### src/design/ievt_pkg.sv
// Package for the I2C event interrupt and low-power block
package ievt_pkg;

	localparam int NUM_EVT = 8;

	// Event indices in struct field order; the flag bit is NUM_EVT - 1 - index
	localparam int EVT_HDR   = 0;
	localparam int EVT_BYTE  = 1;
	localparam int EVT_ADDR  = 2;
	localparam int EVT_START = 3;
	localparam int EVT_ACKF  = 4;
	localparam int EVT_STOP  = 5;
	localparam int EVT_ARBITRATION_LOST_FLAG  = 6;
	localparam int EVT_BUS_ERROR_FLAG  = 7;

	// Register offsets (byte addresses)
	localparam logic [3:0] OFS_STATUS = 4'h0;
	localparam logic [3:0] OFS_MASK   = 4'h4;
	localparam logic [3:0] OFS_CTRL   = 4'h8;
	localparam logic [3:0] OFS_STATE  = 4'hC;

	// Control field positions
	localparam int CTRL_IRQ_EN = 0;

	// Reset values
	localparam logic [7:0] RST_FLAGS = 8'h00;
	localparam logic [7:0] RST_MASK  = 8'h00;
	localparam logic       RST_EN    = 1'b0;

	typedef enum logic [1:0] {
		IEVT_RUN  = 2'b00,
		IEVT_WAIT = 2'b01,
		IEVT_HALT = 2'b11
	} ievt_mode_t;

	typedef struct packed {
		logic header_sent_flag;
		logic byte_done_flag;
		logic addr_match_flag;
		logic start_sent_flag;
		logic ack_failure_flag;
		logic stop_seen_flag;
		logic arbitration_lost_flag;
		logic bus_error_flag;
	} ievt_events_t;

endpackage : ievt_pkg

### src/design/ievt_top.sv
// I2C event flags, shared interrupt, wake and low-power gating
//
// Added by the designer: the register offsets and the Avalon-MM register port.
`timescale 1ns/1ps
// Overview of operation
// - WAIT keeps operating; enabled interrupt wakes
// - HALT freezes the flag, mask, enable and read-data registers
// - HALT: bus inactive, no acknowledges driven
// - Resume only after wake from HALT
// - Enabled, unmasked events end WAIT, never HALT
// - Eight event sources, one shared enable
// - Events merged onto one interrupt line
// - Interrupt needs flag and enable; CPU unmasks
// - Summary flag set when any event flag is set, masked or not
// - Hold SCL low for stretching flags
module ievt_top (
	input  wire logic                  sys_clk,
	input  wire logic                  rst,
	input  wire logic [3:0]            avs_address,
	input  wire logic                  avs_read,
	input  wire logic                  avs_write,
	input  wire logic [31:0]           avs_writedata,
	output logic      [31:0]           avs_readdata,
	output logic                       avs_waitrequest,
	input  wire ievt_pkg::ievt_events_t evt_set,
	input  wire logic                  engine_ack_req,
	input  wire logic                  mode_wait,
	input  wire logic                  mode_halt,
	output logic                       irq,
	output logic                       wake_req,
	output logic                       any_event_flag,
	output logic                       scl_hold_low,
	output logic                       ack_drive,
	output logic                       engine_run
);

	ievt_pkg::ievt_mode_t mode_r, mode_nxt;
	logic [7:0]  flags_r, flags_nxt;
	logic [7:0]  mask_r, mask_nxt;
	logic        en_r, en_nxt;
	logic [31:0] rdata_r, rdata_nxt;
	logic        wait_r, wait_nxt;
	logic        irq_r, irq_nxt;
	logic        wake_r, wake_nxt;
	logic        any_r, any_nxt;
	logic        hold_r, hold_nxt;
	logic        ackd_r, ackd_nxt;
	logic        run_r, run_nxt;
	logic [7:0]  set_vec;
	logic        halted;
	logic        acc;
	logic        wr_go;

	assign set_vec = evt_set;
	assign halted  = (mode_r == ievt_pkg::IEVT_HALT);
	assign acc     = (avs_read | avs_write) & ~wait_r;
	// Writes land only on the edge where waitrequest is seen low
	assign wr_go   = avs_write & wait_r;

	always_comb
	begin
		mode_nxt = mode_r;
		if (mode_halt)
			mode_nxt = ievt_pkg::IEVT_HALT;
		else if (mode_wait)
			mode_nxt = ievt_pkg::IEVT_WAIT;
		else
			mode_nxt = ievt_pkg::IEVT_RUN;
	end

	always_comb
	begin
		flags_nxt = flags_r;
		mask_nxt  = mask_r;
		en_nxt    = en_r;
		rdata_nxt = rdata_r;
		wait_nxt  = 1'b0;
		if (!halted)
		begin
			// Write-one-to-clear first, so a coincident event survives
			if (wr_go && avs_address == ievt_pkg::OFS_STATUS)
				flags_nxt = flags_r & ~avs_writedata[7:0];
			flags_nxt = flags_nxt | set_vec;
			if (wr_go && avs_address == ievt_pkg::OFS_MASK)
				mask_nxt = avs_writedata[7:0];
			if (wr_go && avs_address == ievt_pkg::OFS_CTRL)
				en_nxt = avs_writedata[ievt_pkg::CTRL_IRQ_EN];
			if (acc && avs_read)
			begin
				unique case (avs_address)
					ievt_pkg::OFS_STATUS: rdata_nxt = {24'h000000, flags_r};
					ievt_pkg::OFS_MASK:   rdata_nxt = {24'h000000, mask_r};
					ievt_pkg::OFS_CTRL:   rdata_nxt = {31'h0, en_r};
					ievt_pkg::OFS_STATE:  rdata_nxt = {29'h0, halted,
						mode_r == ievt_pkg::IEVT_WAIT, any_r};
					default:              rdata_nxt = 32'h00000000;
				endcase
			end
			// One wait state: answer on the second edge of a request
			wait_nxt = acc;
		end
	end

	always_comb
	begin
		logic pend;
		pend     = |(flags_r & ~mask_r);
		any_nxt  = |flags_r;
		irq_nxt  = en_r & pend;
		// Wake reaches the power controller only outside HALT
		wake_nxt = en_r & pend & ~halted;
		// Struct order puts the first field on the top bit, so indices run reversed
		hold_nxt = ~halted & (flags_r[ievt_pkg::NUM_EVT - 1 - ievt_pkg::EVT_HDR] |
			flags_r[ievt_pkg::NUM_EVT - 1 - ievt_pkg::EVT_BYTE] |
			flags_r[ievt_pkg::NUM_EVT - 1 - ievt_pkg::EVT_ADDR] |
			flags_r[ievt_pkg::NUM_EVT - 1 - ievt_pkg::EVT_START]);
		ackd_nxt = engine_ack_req & ~halted & ~mode_halt;
		run_nxt  = ~mode_halt;
	end

	always_ff @(posedge sys_clk)
	begin
		if (rst)
		begin
			mode_r  <= ievt_pkg::IEVT_RUN;
			flags_r <= ievt_pkg::RST_FLAGS;
			mask_r  <= ievt_pkg::RST_MASK;
			en_r    <= ievt_pkg::RST_EN;
			rdata_r <= 32'h00000000;
			wait_r  <= 1'b0;
			irq_r   <= 1'b0;
			wake_r  <= 1'b0;
			any_r   <= 1'b0;
			hold_r  <= 1'b0;
			ackd_r  <= 1'b0;
			run_r   <= 1'b1;
		end
		else
		begin
			mode_r  <= mode_nxt;
			flags_r <= flags_nxt;
			mask_r  <= mask_nxt;
			en_r    <= en_nxt;
			rdata_r <= rdata_nxt;
			wait_r  <= wait_nxt;
			irq_r   <= irq_nxt;
			wake_r  <= wake_nxt;
			any_r   <= any_nxt;
			hold_r  <= hold_nxt;
			ackd_r  <= ackd_nxt;
			run_r   <= run_nxt;
		end
	end

	assign avs_readdata    = rdata_r;
	// Requests stall while halted, since the slave is frozen too
	assign avs_waitrequest = ~wait_r;
	assign irq             = irq_r;
	assign wake_req        = wake_r;
	assign any_event_flag  = any_r;
	assign scl_hold_low    = hold_r;
	assign ack_drive       = ackd_r;
	assign engine_run      = run_r;

	property p_halt_freeze;
		@(posedge sys_clk) disable iff (rst)
		halted |=> (flags_r == $past(flags_r) && mask_r == $past(mask_r));
	endproperty
	a_halt_freeze: assert property (p_halt_freeze) else $error("registers moved in halt");

	property p_no_ack_halt;
		@(posedge sys_clk) disable iff (rst)
		mode_halt |=> !ack_drive;
	endproperty
	a_no_ack_halt: assert property (p_no_ack_halt) else $error("ack driven in halt");

	property p_no_wake_halt;
		@(posedge sys_clk) disable iff (rst)
		halted |=> !wake_req;
	endproperty
	a_no_wake_halt: assert property (p_no_wake_halt) else $error("event woke from halt");

	property p_irq_cause;
		@(posedge sys_clk) disable iff (rst)
		irq |-> $past(en_r) && $past(|(flags_r & ~mask_r));
	endproperty
	a_irq_cause: assert property (p_irq_cause) else $error("irq without cause");

	property p_irq_rise;
		@(posedge sys_clk) disable iff (rst)
		(en_r && |(flags_r & ~mask_r)) |=> irq;
	endproperty
	a_irq_rise: assert property (p_irq_rise) else $error("irq late");

	property p_any;
		@(posedge sys_clk) disable iff (rst)
		(|flags_r) |=> any_event_flag;
	endproperty
	a_any: assert property (p_any) else $error("summary flag missing");

	property p_hold;
		@(posedge sys_clk) disable iff (rst)
		(!halted && flags_r[ievt_pkg::NUM_EVT - 1 - ievt_pkg::EVT_BYTE]) |=> scl_hold_low;
	endproperty
	a_hold: assert property (p_hold) else $error("scl not held");

	property p_hold_cause;
		@(posedge sys_clk) disable iff (rst)
		scl_hold_low |-> $past(|(flags_r & 8'hF0));
	endproperty
	a_hold_cause: assert property (p_hold_cause) else $error("scl held without cause");

	property p_hold_halt;
		@(posedge sys_clk) disable iff (rst)
		halted |=> !scl_hold_low;
	endproperty
	a_hold_halt: assert property (p_hold_halt) else $error("scl held in halt");

	property p_run_halt;
		@(posedge sys_clk) disable iff (rst)
		mode_halt |=> !engine_run;
	endproperty
	a_run_halt: assert property (p_run_halt) else $error("engine runs in halt");

	property p_wake_irq;
		@(posedge sys_clk) disable iff (rst)
		wake_req |-> irq;
	endproperty
	a_wake_irq: assert property (p_wake_irq) else $error("wake without interrupt");

	property p_irq_off;
		@(posedge sys_clk) disable iff (rst)
		!en_r |=> !irq;
	endproperty
	a_irq_off: assert property (p_irq_off) else $error("irq while disabled");

	property p_any_off;
		@(posedge sys_clk) disable iff (rst)
		(flags_r == 8'h00) |=> !any_event_flag;
	endproperty
	a_any_off: assert property (p_any_off) else $error("summary flag stuck");

	property p_wait_pulse;
		@(posedge sys_clk) disable iff (rst)
		!avs_waitrequest |=> avs_waitrequest;
	endproperty
	a_wait_pulse: assert property (p_wait_pulse) else $error("waitrequest low too long");

	property p_halt_stall;
		@(posedge sys_clk) disable iff (rst)
		(halted && $past(halted)) |-> avs_waitrequest;
	endproperty
	a_halt_stall: assert property (p_halt_stall) else $error("bus answered in halt");

	// Per-bit checks of the sticky status: set wins, write-one clears
	for (genvar g = 0; g < ievt_pkg::NUM_EVT; g++)
	begin : g_bit
		property p_bit_set;
			@(posedge sys_clk) disable iff (rst)
			(!halted && set_vec[g]) |=> flags_r[g];
		endproperty
		a_bit_set: assert property (p_bit_set) else $error("status bit not set");

		property p_bit_clr;
			@(posedge sys_clk) disable iff (rst)
			(!halted && wr_go && avs_address == ievt_pkg::OFS_STATUS && avs_writedata[g]
				&& !set_vec[g]) |=> !flags_r[g];
		endproperty
		a_bit_clr: assert property (p_bit_clr) else $error("status bit not cleared");
	end

	property p_event_set;
		@(posedge sys_clk) disable iff (rst)
		(!halted && |set_vec) |=> ((flags_r & $past(set_vec)) == $past(set_vec));
	endproperty
	a_event_set: assert property (p_event_set) else $error("event lost");

	property p_wait_wake;
		@(posedge sys_clk) disable iff (rst)
		(mode_r == ievt_pkg::IEVT_WAIT && en_r && |(flags_r & ~mask_r)) |=> wake_req;
	endproperty
	a_wait_wake: assert property (p_wait_wake) else $error("no wake from wait");

	property p_resume;
		@(posedge sys_clk) disable iff (rst)
		(halted && !mode_halt) |=> ##1 engine_run;
	endproperty
	a_resume: assert property (p_resume) else $error("no resume");

endmodule : ievt_top

### config.mk
export PLATFORM = sky130hd
export DESIGN_NAME = ievt_top
export DESIGN_NICKNAME = d
export VERILOG_FILES = /design/src/design/ievt_pkg.sv /design/src/design/ievt_top.sv
export SDC_FILE = /design/constraint.sdc
export NUM_CORES = 1
export LEC_CHECK = 0
export BUFFER_PORTS_ARGS = -buffer_cell sky130_fd_sc_hd__buf_2
export CAP_MARGIN = 10
export CORE_MARGIN = 2
export CORE_UTILIZATION = 45
export DETAILED_ROUTE_END_ITERATION = 7
export PLACE_DENSITY = 0.79
export SYNTH_ARGS = -nofsm -noshare
export SYNTH_HDL_FRONTEND = slang
export SYNTH_SLANG_ARGS = --single-unit
export TNS_END_PERCENT = 1
### constraint.sdc
create_clock -name sys_clk -period 1.8 [get_ports sys_clk]
set_input_delay 0.18 -clock sys_clk [delete_from_list [all_inputs] [get_ports sys_clk]]
set_output_delay 0.18 -clock sys_clk [all_outputs]
set_load 0.02 [all_outputs]
==> results.txt, run 1 <==
----------------------------------------------------
[Clocking]
  H-tree depth ... 2
  CTS Buf Count ... 5
  Sink count of the clock tree ... 34
  CTS tree ... built
  Number of buffers between clock root and the deepest sink ... 2
  Post-CTS sizing ... 0
  Root buffer cell ... sky130_fd_sc_hd__clkbuf_8
  Number of buffers added for setup after CTS ... 0
  Clock-pin slew of the registers on the worst-case setup and hold paths ... around 0.060 ns
  Number of buffers added to fix hold violations after cts ... 0
  Clock latency of the later-clocked register in the worst-skew pair ... 0.28 ns

[Yosys]
  Share of the yosys chip area belonging to registers ... a little under two fifths
  Flip-flop and latch count after synthesis ... 34
  Per-instance average area after synthesis ... between 9 and 10 um^2
  Synth warnings ... 0
  Post-synthesis cell type count ... 32
  Combined area of all synthesized cells ... about 0.0018 mm^2
  Syn Inst Count ... around 190

[Pwr]
  Leakage ... 0.000860 uW
  Maximum resistive drop on vdd ... 415 uV
  Cell area power density ... 814 mW/mm^2

[STA]
  Total setup violations reported at the end of the flow ... 0
  Shortest period the worst path allows ... around 1.5 ns
  Final period utilization ... between 80% and 90%
  Highest Clock Rate ... approximately 660 MHz
  Slew of the pin with the lowest slew margin ... 0.906 ns
  Final max-slew violation count ... 0
  Clock tree skew after final layout ... about 0.0064 ns
  Setup tns final ... 0 ns
  Final-report hold violation count ... 0
  RSZ-0062 raised after global routing ... no
  Worst slew margin relative to its limit ... about two fifths

[Detailed routing]
  Vias ... around 1400
  Number of vias per cell after detailed routing ... roughly 5.0
  Met1 WL ... between 1 and 1.5 mm
  First-pass iteration count of the detailed router ... 4
  DR WL met3 ... about 250 um
  WL per Instance ... roughly 12 um
  Antenna Violating Nets Remaining ... 0
  Total detailed-routing wirelength ... roughly 3.4 mm
  Violation count after the first detailed-route iteration ... 56
  Highest metal used ... met4
  Post-detailed-route DRC marker count ... 0
  WL met2 ... between 1.5 and 2 mm

[Die]
  Starting utilization of the core area ... between 40 and 50%
  Core Footprint ... 0.00372 mm^2
  Die Area ... roughly 0.0045 mm^2
  Height of the die ... between 60 and 70 um
  Width of the die ... 66.8 um
  Site Rows ... 22
  I/O pins ... 90

[Final layout]
  Final-stage net count ... 282
  Fraction of final layout cells with drive strength greater than 1 ... between 20% and 30%
  Post-Layout Inst Area ... around 0.0020 mm^2
  Area delta synth->final ... 13.2%
  Antenna cell count ... 0
  Fill cell count ... roughly 370

[Job]
  Total of max-cap violations ... 0

[Worst setup path]
  Crit path launch type ... register
  Kind of capture point of the worst setup path ... register
  Worst path required time ... 1.92 ns
  Signal arrival time at the worst endpoint ... around 1.6 ns
  Critical path class ... reg -> reg
  Max FO, Critical Path ... 4

[Hold path]
  Path class of the lowest-slack min-delay path ... in -> reg

[Global route]
  First-pass GRT wire length ... 5.42 mm
  Largest net degree at the start of global routing ... 32
  Antenna violations before repair ... 0
  Number of global-route vias before repair ... ~1200
  Overflow left after global routing ... 0
  All-Layer GR Usage ... around 17%

[Run status]
  Outcome ... completed

[Placement]
  Number of I/O port buffers ... 41
  Placement Cell Area ... between 0.0015 and 0.002 mm^2
  Gp weighted congestion ... ~0.77
  Post-detailed-placement half-perimeter wirelength ... around 2.6 mm

----------------------------------------------------
## metal layers
metal | track usage (%) | vias to the layer above
met5 | 0 | -
li1 | - | 703
met1 | 20.0 | 636
met2 | 26.9 | 50
met3 | 6.25 | 5
met4 | 7.14 | 0
## critical path: stages (launching register included)
cell and delay, ns:
sky130_fd_sc_hd__dfxtp_1 0.34, sky130_fd_sc_hd__nor2b_1 0.13, sky130_fd_sc_hd__a2111oi_0 0.64, sky130_fd_sc_hd__a2111oi_0 0.25
## area by class of cell
cell class	instances	area, um^2	area share [%]
Tap cell	48	60.1	2.99
Clock inverter	1	5.00	0.249
Clock buffer	7	86.3	4.30
Sequential cell	34	681	33.9
Inverter	5	18.8	0.934
Timing Repair Buffer	45	235	11.7
Multi-Input combinational cell	140	923	46.0
## placed cells by master (no fill, tap or decap)
cell,count
sky130_fd_sc_hd__a2111oi_0,3
sky130_fd_sc_hd__a2bb2oi_1,8
sky130_fd_sc_hd__or4b_2,1
sky130_fd_sc_hd__clkinv_2,1
sky130_fd_sc_hd__o22a_2,1
sky130_fd_sc_hd__mux2i_1,18
sky130_fd_sc_hd__a211oi_1,1
sky130_fd_sc_hd__or3_4,1
sky130_fd_sc_hd__or4_1,6
sky130_fd_sc_hd__buf_2,41
sky130_fd_sc_hd__nand2_1,2
sky130_fd_sc_hd__o211a_1,1
sky130_fd_sc_hd__nor4_4,1
sky130_fd_sc_hd__buf_4,4
sky130_fd_sc_hd__dfxtp_1,34
sky130_fd_sc_hd__nor4_1,3
sky130_fd_sc_hd__nor2_1,3
sky130_fd_sc_hd__and3b_1,1
sky130_fd_sc_hd__nor2b_1,8
sky130_fd_sc_hd__nand2b_1,27
sky130_fd_sc_hd__o21ai_1,1
sky130_fd_sc_hd__and2_1,1
sky130_fd_sc_hd__nor4b_2,1
sky130_fd_sc_hd__o21ai_0,17
sky130_fd_sc_hd__a21oi_1,8
sky130_fd_sc_hd__or3b_2,1
sky130_fd_sc_hd__o32a_2,1
sky130_fd_sc_hd__clkbuf_1,1
sky130_fd_sc_hd__clkbuf_8,6
sky130_fd_sc_hd__conb_1,24
sky130_fd_sc_hd__inv_1,5
sky130_fd_sc_hd__nor3_1,1
## metrics by stage
step                      util (%)  std cells  worst slack (ns)  power (uW)  hold slack, ns
after floorplan                  -        214             0.442        1050           0.275
after global placement        51.6        272             0.288        1080           0.385
after detailed placement      51.6        272             0.292        1080           0.393
after CTS                     54.1        280             0.280        1650          0.0967
after global routing          54.1        280             0.122        1730           0.102
final                         54.1        280             0.274        1640           0.105
## Yosys cell counts
master	n	area, um^2
sky130_fd_sc_hd__buf_6	1	11.3
sky130_fd_sc_hd__o21ai_0	17	85.1
sky130_fd_sc_hd__nor4b_2	1	15.0
sky130_fd_sc_hd__nor3_1	1	5.00
sky130_fd_sc_hd__nor2_1	3	11.3
sky130_fd_sc_hd__and2_1	1	6.26
sky130_fd_sc_hd__inv_1	5	18.8
sky130_fd_sc_hd__or4b_2	1	10.0
sky130_fd_sc_hd__a211oi_1	1	7.51
sky130_fd_sc_hd__conb_1	1	3.75
sky130_fd_sc_hd__or4_1	6	45.0
sky130_fd_sc_hd__a2111oi_0	3	26.3
sky130_fd_sc_hd__nor4_1	3	18.8
sky130_fd_sc_hd__clkbuf_1	6	22.5
sky130_fd_sc_hd__or3_4	1	11.3
sky130_fd_sc_hd__a2bb2oi_1	8	70.1
sky130_fd_sc_hd__or3b_2	1	8.76
sky130_fd_sc_hd__dfxtp_1	34	681
sky130_fd_sc_hd__nor4_4	1	21.3
sky130_fd_sc_hd__a21oi_1	8	40.0
sky130_fd_sc_hd__buf_2	1	5.00
sky130_fd_sc_hd__o22a_2	1	10.0
sky130_fd_sc_hd__mux2i_1	18	180
sky130_fd_sc_hd__o32a_2	1	11.3
sky130_fd_sc_hd__nand2b_1	27	169
sky130_fd_sc_hd__o211a_1	1	10.0
sky130_fd_sc_hd__nor2b_1	8	50.1
sky130_fd_sc_hd__nand2_1	2	7.51
sky130_fd_sc_hd__and3b_1	1	8.76
sky130_fd_sc_hd__o21ai_1	1	5.00
sky130_fd_sc_hd__clkbuf_2	1	5.00
sky130_fd_sc_hd__buf_4	26	195
## worst paths after layout
path	cells after the start	end	startpoint	slack [ns]
hold / removal	3	mode_r[0]$_SDFF_PP0_	mode_wait	0.11
hold reg to reg	2	avs_readdata[3]$_SDFFE_PP0P_	avs_readdata[3]$_SDFFE_PP0P_	0.47
setup / recovery	3	wake_req$_SDFF_PP0_	flags_r[1]$_SDFFE_PP0N_	0.27
setup reg to reg	3	wake_req$_SDFF_PP0_	flags_r[1]$_SDFFE_PP0N_	0.27
## kinds of logic (layout without fill, tap and decap cells)
group	after synthesis	after routing	share of synthesized area, %
AND/OR/NAND/NOR	57	57	21.8
AO/OA/AOI/OAI	41	41	14.9
buffers and inverters	40	58	14.5
flip-flops	34	34	38.3
multiplexers	18	18	10.1
other	1	24	0.211
## sequential cells by signal (all words and copies together), names as in the netlist
register	cells
avs_readdata	8
flags_r	8
any_event_flag	1
scl_hold_low	1
wake_req	1
wait_r	1
mask_r	8
irq	1
en_r	1
engine_run	1
ack_drive	1
mode_r	2
## where the power goes
group          leakage (uW)  switching, uW  internal (uW)
Clock             0.0000482            259            308
Sequential         0.000279           30.5            790
Combinational      0.000533            149           99.3
Total              0.000860            439           1200
Power figures use the tool's default switching activity.
==> inputs of run 2 (changes only) <==
Settings changed: ABC_AREA set to 1, CORE_UTILIZATION 45 to 44.
Clock period 1.8 ns to 1.6 ns, I/O delays scaled along.
==> run 2 against run 1 <==
Power grew 29%; global-route usage grew 0.76 points; clock power grew 67%; register-to-register slack lost 0.02 ns; synthesized cell count grew 17%; utilization shrank 0.42 points; non-clock buffer count is the same; largest cell class unchanged; largest power group is now clock; highest routed layer unchanged.
==> results.txt, run 2 <==
----------------------------------------------------
[Run status]
  Outcome ... completed

[Clocking]
  Root buffer cell ... sky130_fd_sc_hd__clkbuf_8
  Post-CTS sizing ... 0
  CTS Buf Count ... 5
  Number of buffers added for setup after CTS ... 0
  Sink count of the clock tree ... 34
  Clock latency of the later-clocked register in the worst-skew pair ... slightly below 0.3 ns
  Number of buffers added to fix hold violations after cts ... 0
  Number of buffers between clock root and the deepest sink ... 2
  CTS tree ... built
  Clock-pin slew of the registers on the worst-case setup and hold paths ... approximately 0.070 ns
  H-tree depth ... 2

[Worst setup path]
  Max FO, Critical Path ... 10
  Critical path class ... reg -> reg
  Worst path required time ... about 1.8 ns
  Signal arrival time at the worst endpoint ... around 1.6 ns
  Crit path launch type ... register
  Kind of capture point of the worst setup path ... register

[Yosys]
  Per-instance average area after synthesis ... between 7 and 8 um^2
  Post-synthesis cell type count ... 26
  Top cells by area in the synthesized netlist ... sky130_fd_sc_hd__dfxtp_1, sky130_fd_sc_hd__buf_4, sky130_fd_sc_hd__nand2_1
  Top cell type's share of synthesized area ... approximately 41%
  Combined area of all synthesized cells ... 0.00165 mm^2
  Synth warnings ... 0
  Async SR Flop Fraction ... 0%
  Syn Inst Count ... between 200 and 250
  Multiplexer area fraction after synthesis ... 0%
  Share of the yosys chip area belonging to registers ... 41.4%
  Post-synthesis share of cell area spent on and, or, nand and nor gates ... between 20% and 30%
  Synth top cells by count ... sky130_fd_sc_hd__nand2_1, sky130_fd_sc_hd__dfxtp_1, sky130_fd_sc_hd__nand3_1
  Cell type with the highest aggregate area in the netlist ... sky130_fd_sc_hd__dfxtp_1
  Compound-gate portion of the synthesized area ... a little under an eighth
  Flip-flop and latch count after synthesis ... 34
  Most repeated cell in the gate-level netlist after synthesis ... sky130_fd_sc_hd__nand2_1
  Adder and majority gate portion of the synthesized area ... 0%
  Main synth FF type ... sky130_fd_sc_hd__dfxtp_1
  Fraction of synthesized cell area in xor and xnor cells ... 0%
  Main combinational cell family by area after synthesis ... simple AND/OR/NAND/NOR gates
  Post-synth EDFFs ... 0

[Final layout]
  Most common cell after layout, fill and taps aside ... sky130_fd_sc_hd__nand2_1
  Antenna cell count ... 0
  Post-Layout Inst Area ... approximately 0.0019 mm^2
  Fill cell count ... between 300 and 400
  Count of placed standard cells in the final layout, fillers left out ... about 320
  Area delta synth->final ... 18.5%
  Final-stage net count ... 319
  Commonest cells after routing, fill and taps aside ... sky130_fd_sc_hd__nand2_1, sky130_fd_sc_hd__buf_2, sky130_fd_sc_hd__dfxtp_1
  Fraction of final layout cells with drive strength greater than 1 ... about a quarter

[Job]
  Total of max-cap violations ... 0

[Detailed routing]
  Antenna Violating Nets Remaining ... 0
  Post-detailed-route DRC marker count ... 0
  Total detailed-routing wirelength ... around 3.3 mm
  Violation count after the first detailed-route iteration ... 71
  Number of vias per cell after detailed routing ... about 4.6
  WL per Instance ... roughly 10 um
  Vias ... roughly 1400
  First-pass iteration count of the detailed router ... 4

[Hold path]
  Path class of the lowest-slack min-delay path ... in -> reg

[Pwr]
  Leakage ... between 0.0009 and 0.001 uW
  Cell area power density ... 1080 mW/mm^2
  Maximum resistive drop on vdd ... 887 uV

[Global route]
  All-Layer GR Usage ... about 18%
  Antenna violations before repair ... 0
  Overflow left after global routing ... 0
  First-pass GRT wire length ... 5.68 mm
  Largest net degree at the start of global routing ... 23
  Number of global-route vias before repair ... about 1300

[Die]
  Die Area ... around 0.0042 mm^2
  Starting utilization of the core area ... between 40% and 50%
  Core Footprint ... between 0.003 and 0.004 mm^2
  Width of the die ... 65.2 um
  Height of the die ... between 60 and 70 um
  I/O pins ... 90
  Site Rows ... 22

[STA]
  RSZ-0062 raised after global routing ... no
  Shortest period the worst path allows ... 1.35 ns
  Setup tns final ... 0 ns
  Final max-slew violation count ... 0
  Highest Clock Rate ... approximately 740 MHz
  Total setup violations reported at the end of the flow ... 0
  Final period utilization ... 84.2%
  Final-report hold violation count ... 0
  Clock tree skew after final layout ... between 0.008 and 0.009 ns

[Placement]
  Placement Cell Area ... roughly 0.0018 mm^2
  Gp weighted congestion ... ~0.87
  Post-detailed-placement half-perimeter wirelength ... 2.47 mm
  Cell count after placement ... 309
  Number of I/O port buffers ... just over 40

----------------------------------------------------
==> run 2: changes by cell type after synthesis, moves of 4 or more <==
cell	before	now
sky130_fd_sc_hd__nor2_4	0	4
sky130_fd_sc_hd__nand3_1	0	29
sky130_fd_sc_hd__inv_1	5	20
sky130_fd_sc_hd__nand2b_1	27	0
sky130_fd_sc_hd__nand2_1	2	42
sky130_fd_sc_hd__nor2_1	3	14
sky130_fd_sc_hd__or4_1	6	0
sky130_fd_sc_hd__a2bb2oi_1	8	0
sky130_fd_sc_hd__mux2i_1	18	0
sky130_fd_sc_hd__clkbuf_1	6	2
sky130_fd_sc_hd__nor2b_1	8	0
sky130_fd_sc_hd__a21oi_1	8	16
==> run 2: stage by stage <==
step	total power [uW]	utilization (%)	worst slack [ns]	hold WS [ns]
after floorplan	1140	-	0.479	0.229
after global placement	1170	49.9	0.294	0.375
after detailed placement	1170	49.9	0.272	0.389
after CTS	2120	53.7	0.244	0.0826
after global routing	2190	53.7	0.0443	0.0970
final	2100	53.7	0.253	0.0854
==> run 2: worst paths after layout <==
path	cells past startpoint	startpoint	slack, ns	endpoint
setup reg to reg	6	mode_r[0]$_SDFF_PP0_	0.25	avs_readdata[1]$_SDFFE_PP0P_
hold reg to reg	2	avs_readdata[3]$_SDFFE_PP0P_	0.47	avs_readdata[3]$_SDFFE_PP0P_
hold / removal	3	mode_wait	0.09	mode_r[0]$_SDFF_PP0_
setup / recovery	6	mode_r[0]$_SDFF_PP0_	0.25	avs_readdata[1]$_SDFFE_PP0P_
==> run 2: kinds of logic (layout without fill, tap and decap cells) <==
kind of cell / Yosys count / count (layout)
AND/OR/NAND/NOR: 98 / 98
buffers and inverters: 53 / 76
AO/OA/AOI/OAI: 37 / 37
flip-flops: 34 / 34
other: 1 / 24
==> run 2: power breakdown <==
| group | internal, uW | switching (uW) |
|---|---|---|
| Sequential | 882 | 28.1 |
| Combinational | 76.0 | 169 |
| Clock | 624 | 324 |
==> run 2: critical path, stage by stage (launching register included) <==
cell,delay (ns)
sky130_fd_sc_hd__dfxtp_1,0.32
sky130_fd_sc_hd__nand2_1,0.11
sky130_fd_sc_hd__buf_4,0.20
sky130_fd_sc_hd__nand3_2,0.17
sky130_fd_sc_hd__inv_1,0.23
sky130_fd_sc_hd__nand2_1,0.10
sky130_fd_sc_hd__a21oi_1,0.14
==> run 2: cell type report <==
cell class,instances,area [um^2],share of cell area [%]
Clock inverter,3,68.8,3.53
Sequential cell,34,681,34.9
Timing Repair Buffer,45,235,12.1
Clock buffer,5,68.8,3.53
Inverter,23,86.3,4.43
Tap cell,48,60.1,3.08
Multi-Input combinational cell,159,749,38.4
==> run 2: layer usage <==
| metal | track usage (%) | part of all wire, % | vias up |
|---|---|---|---|
| li1 | - | - | 764 |
| met1 | 22.4 | 47 | 623 |
| met2 | 27.2 | 44 | 54 |
| met3 | 4.97 | 7.0 | 7 |
| met4 | 8.59 | 1.7 | 0 |
| met5 | 0 | 0 | - |
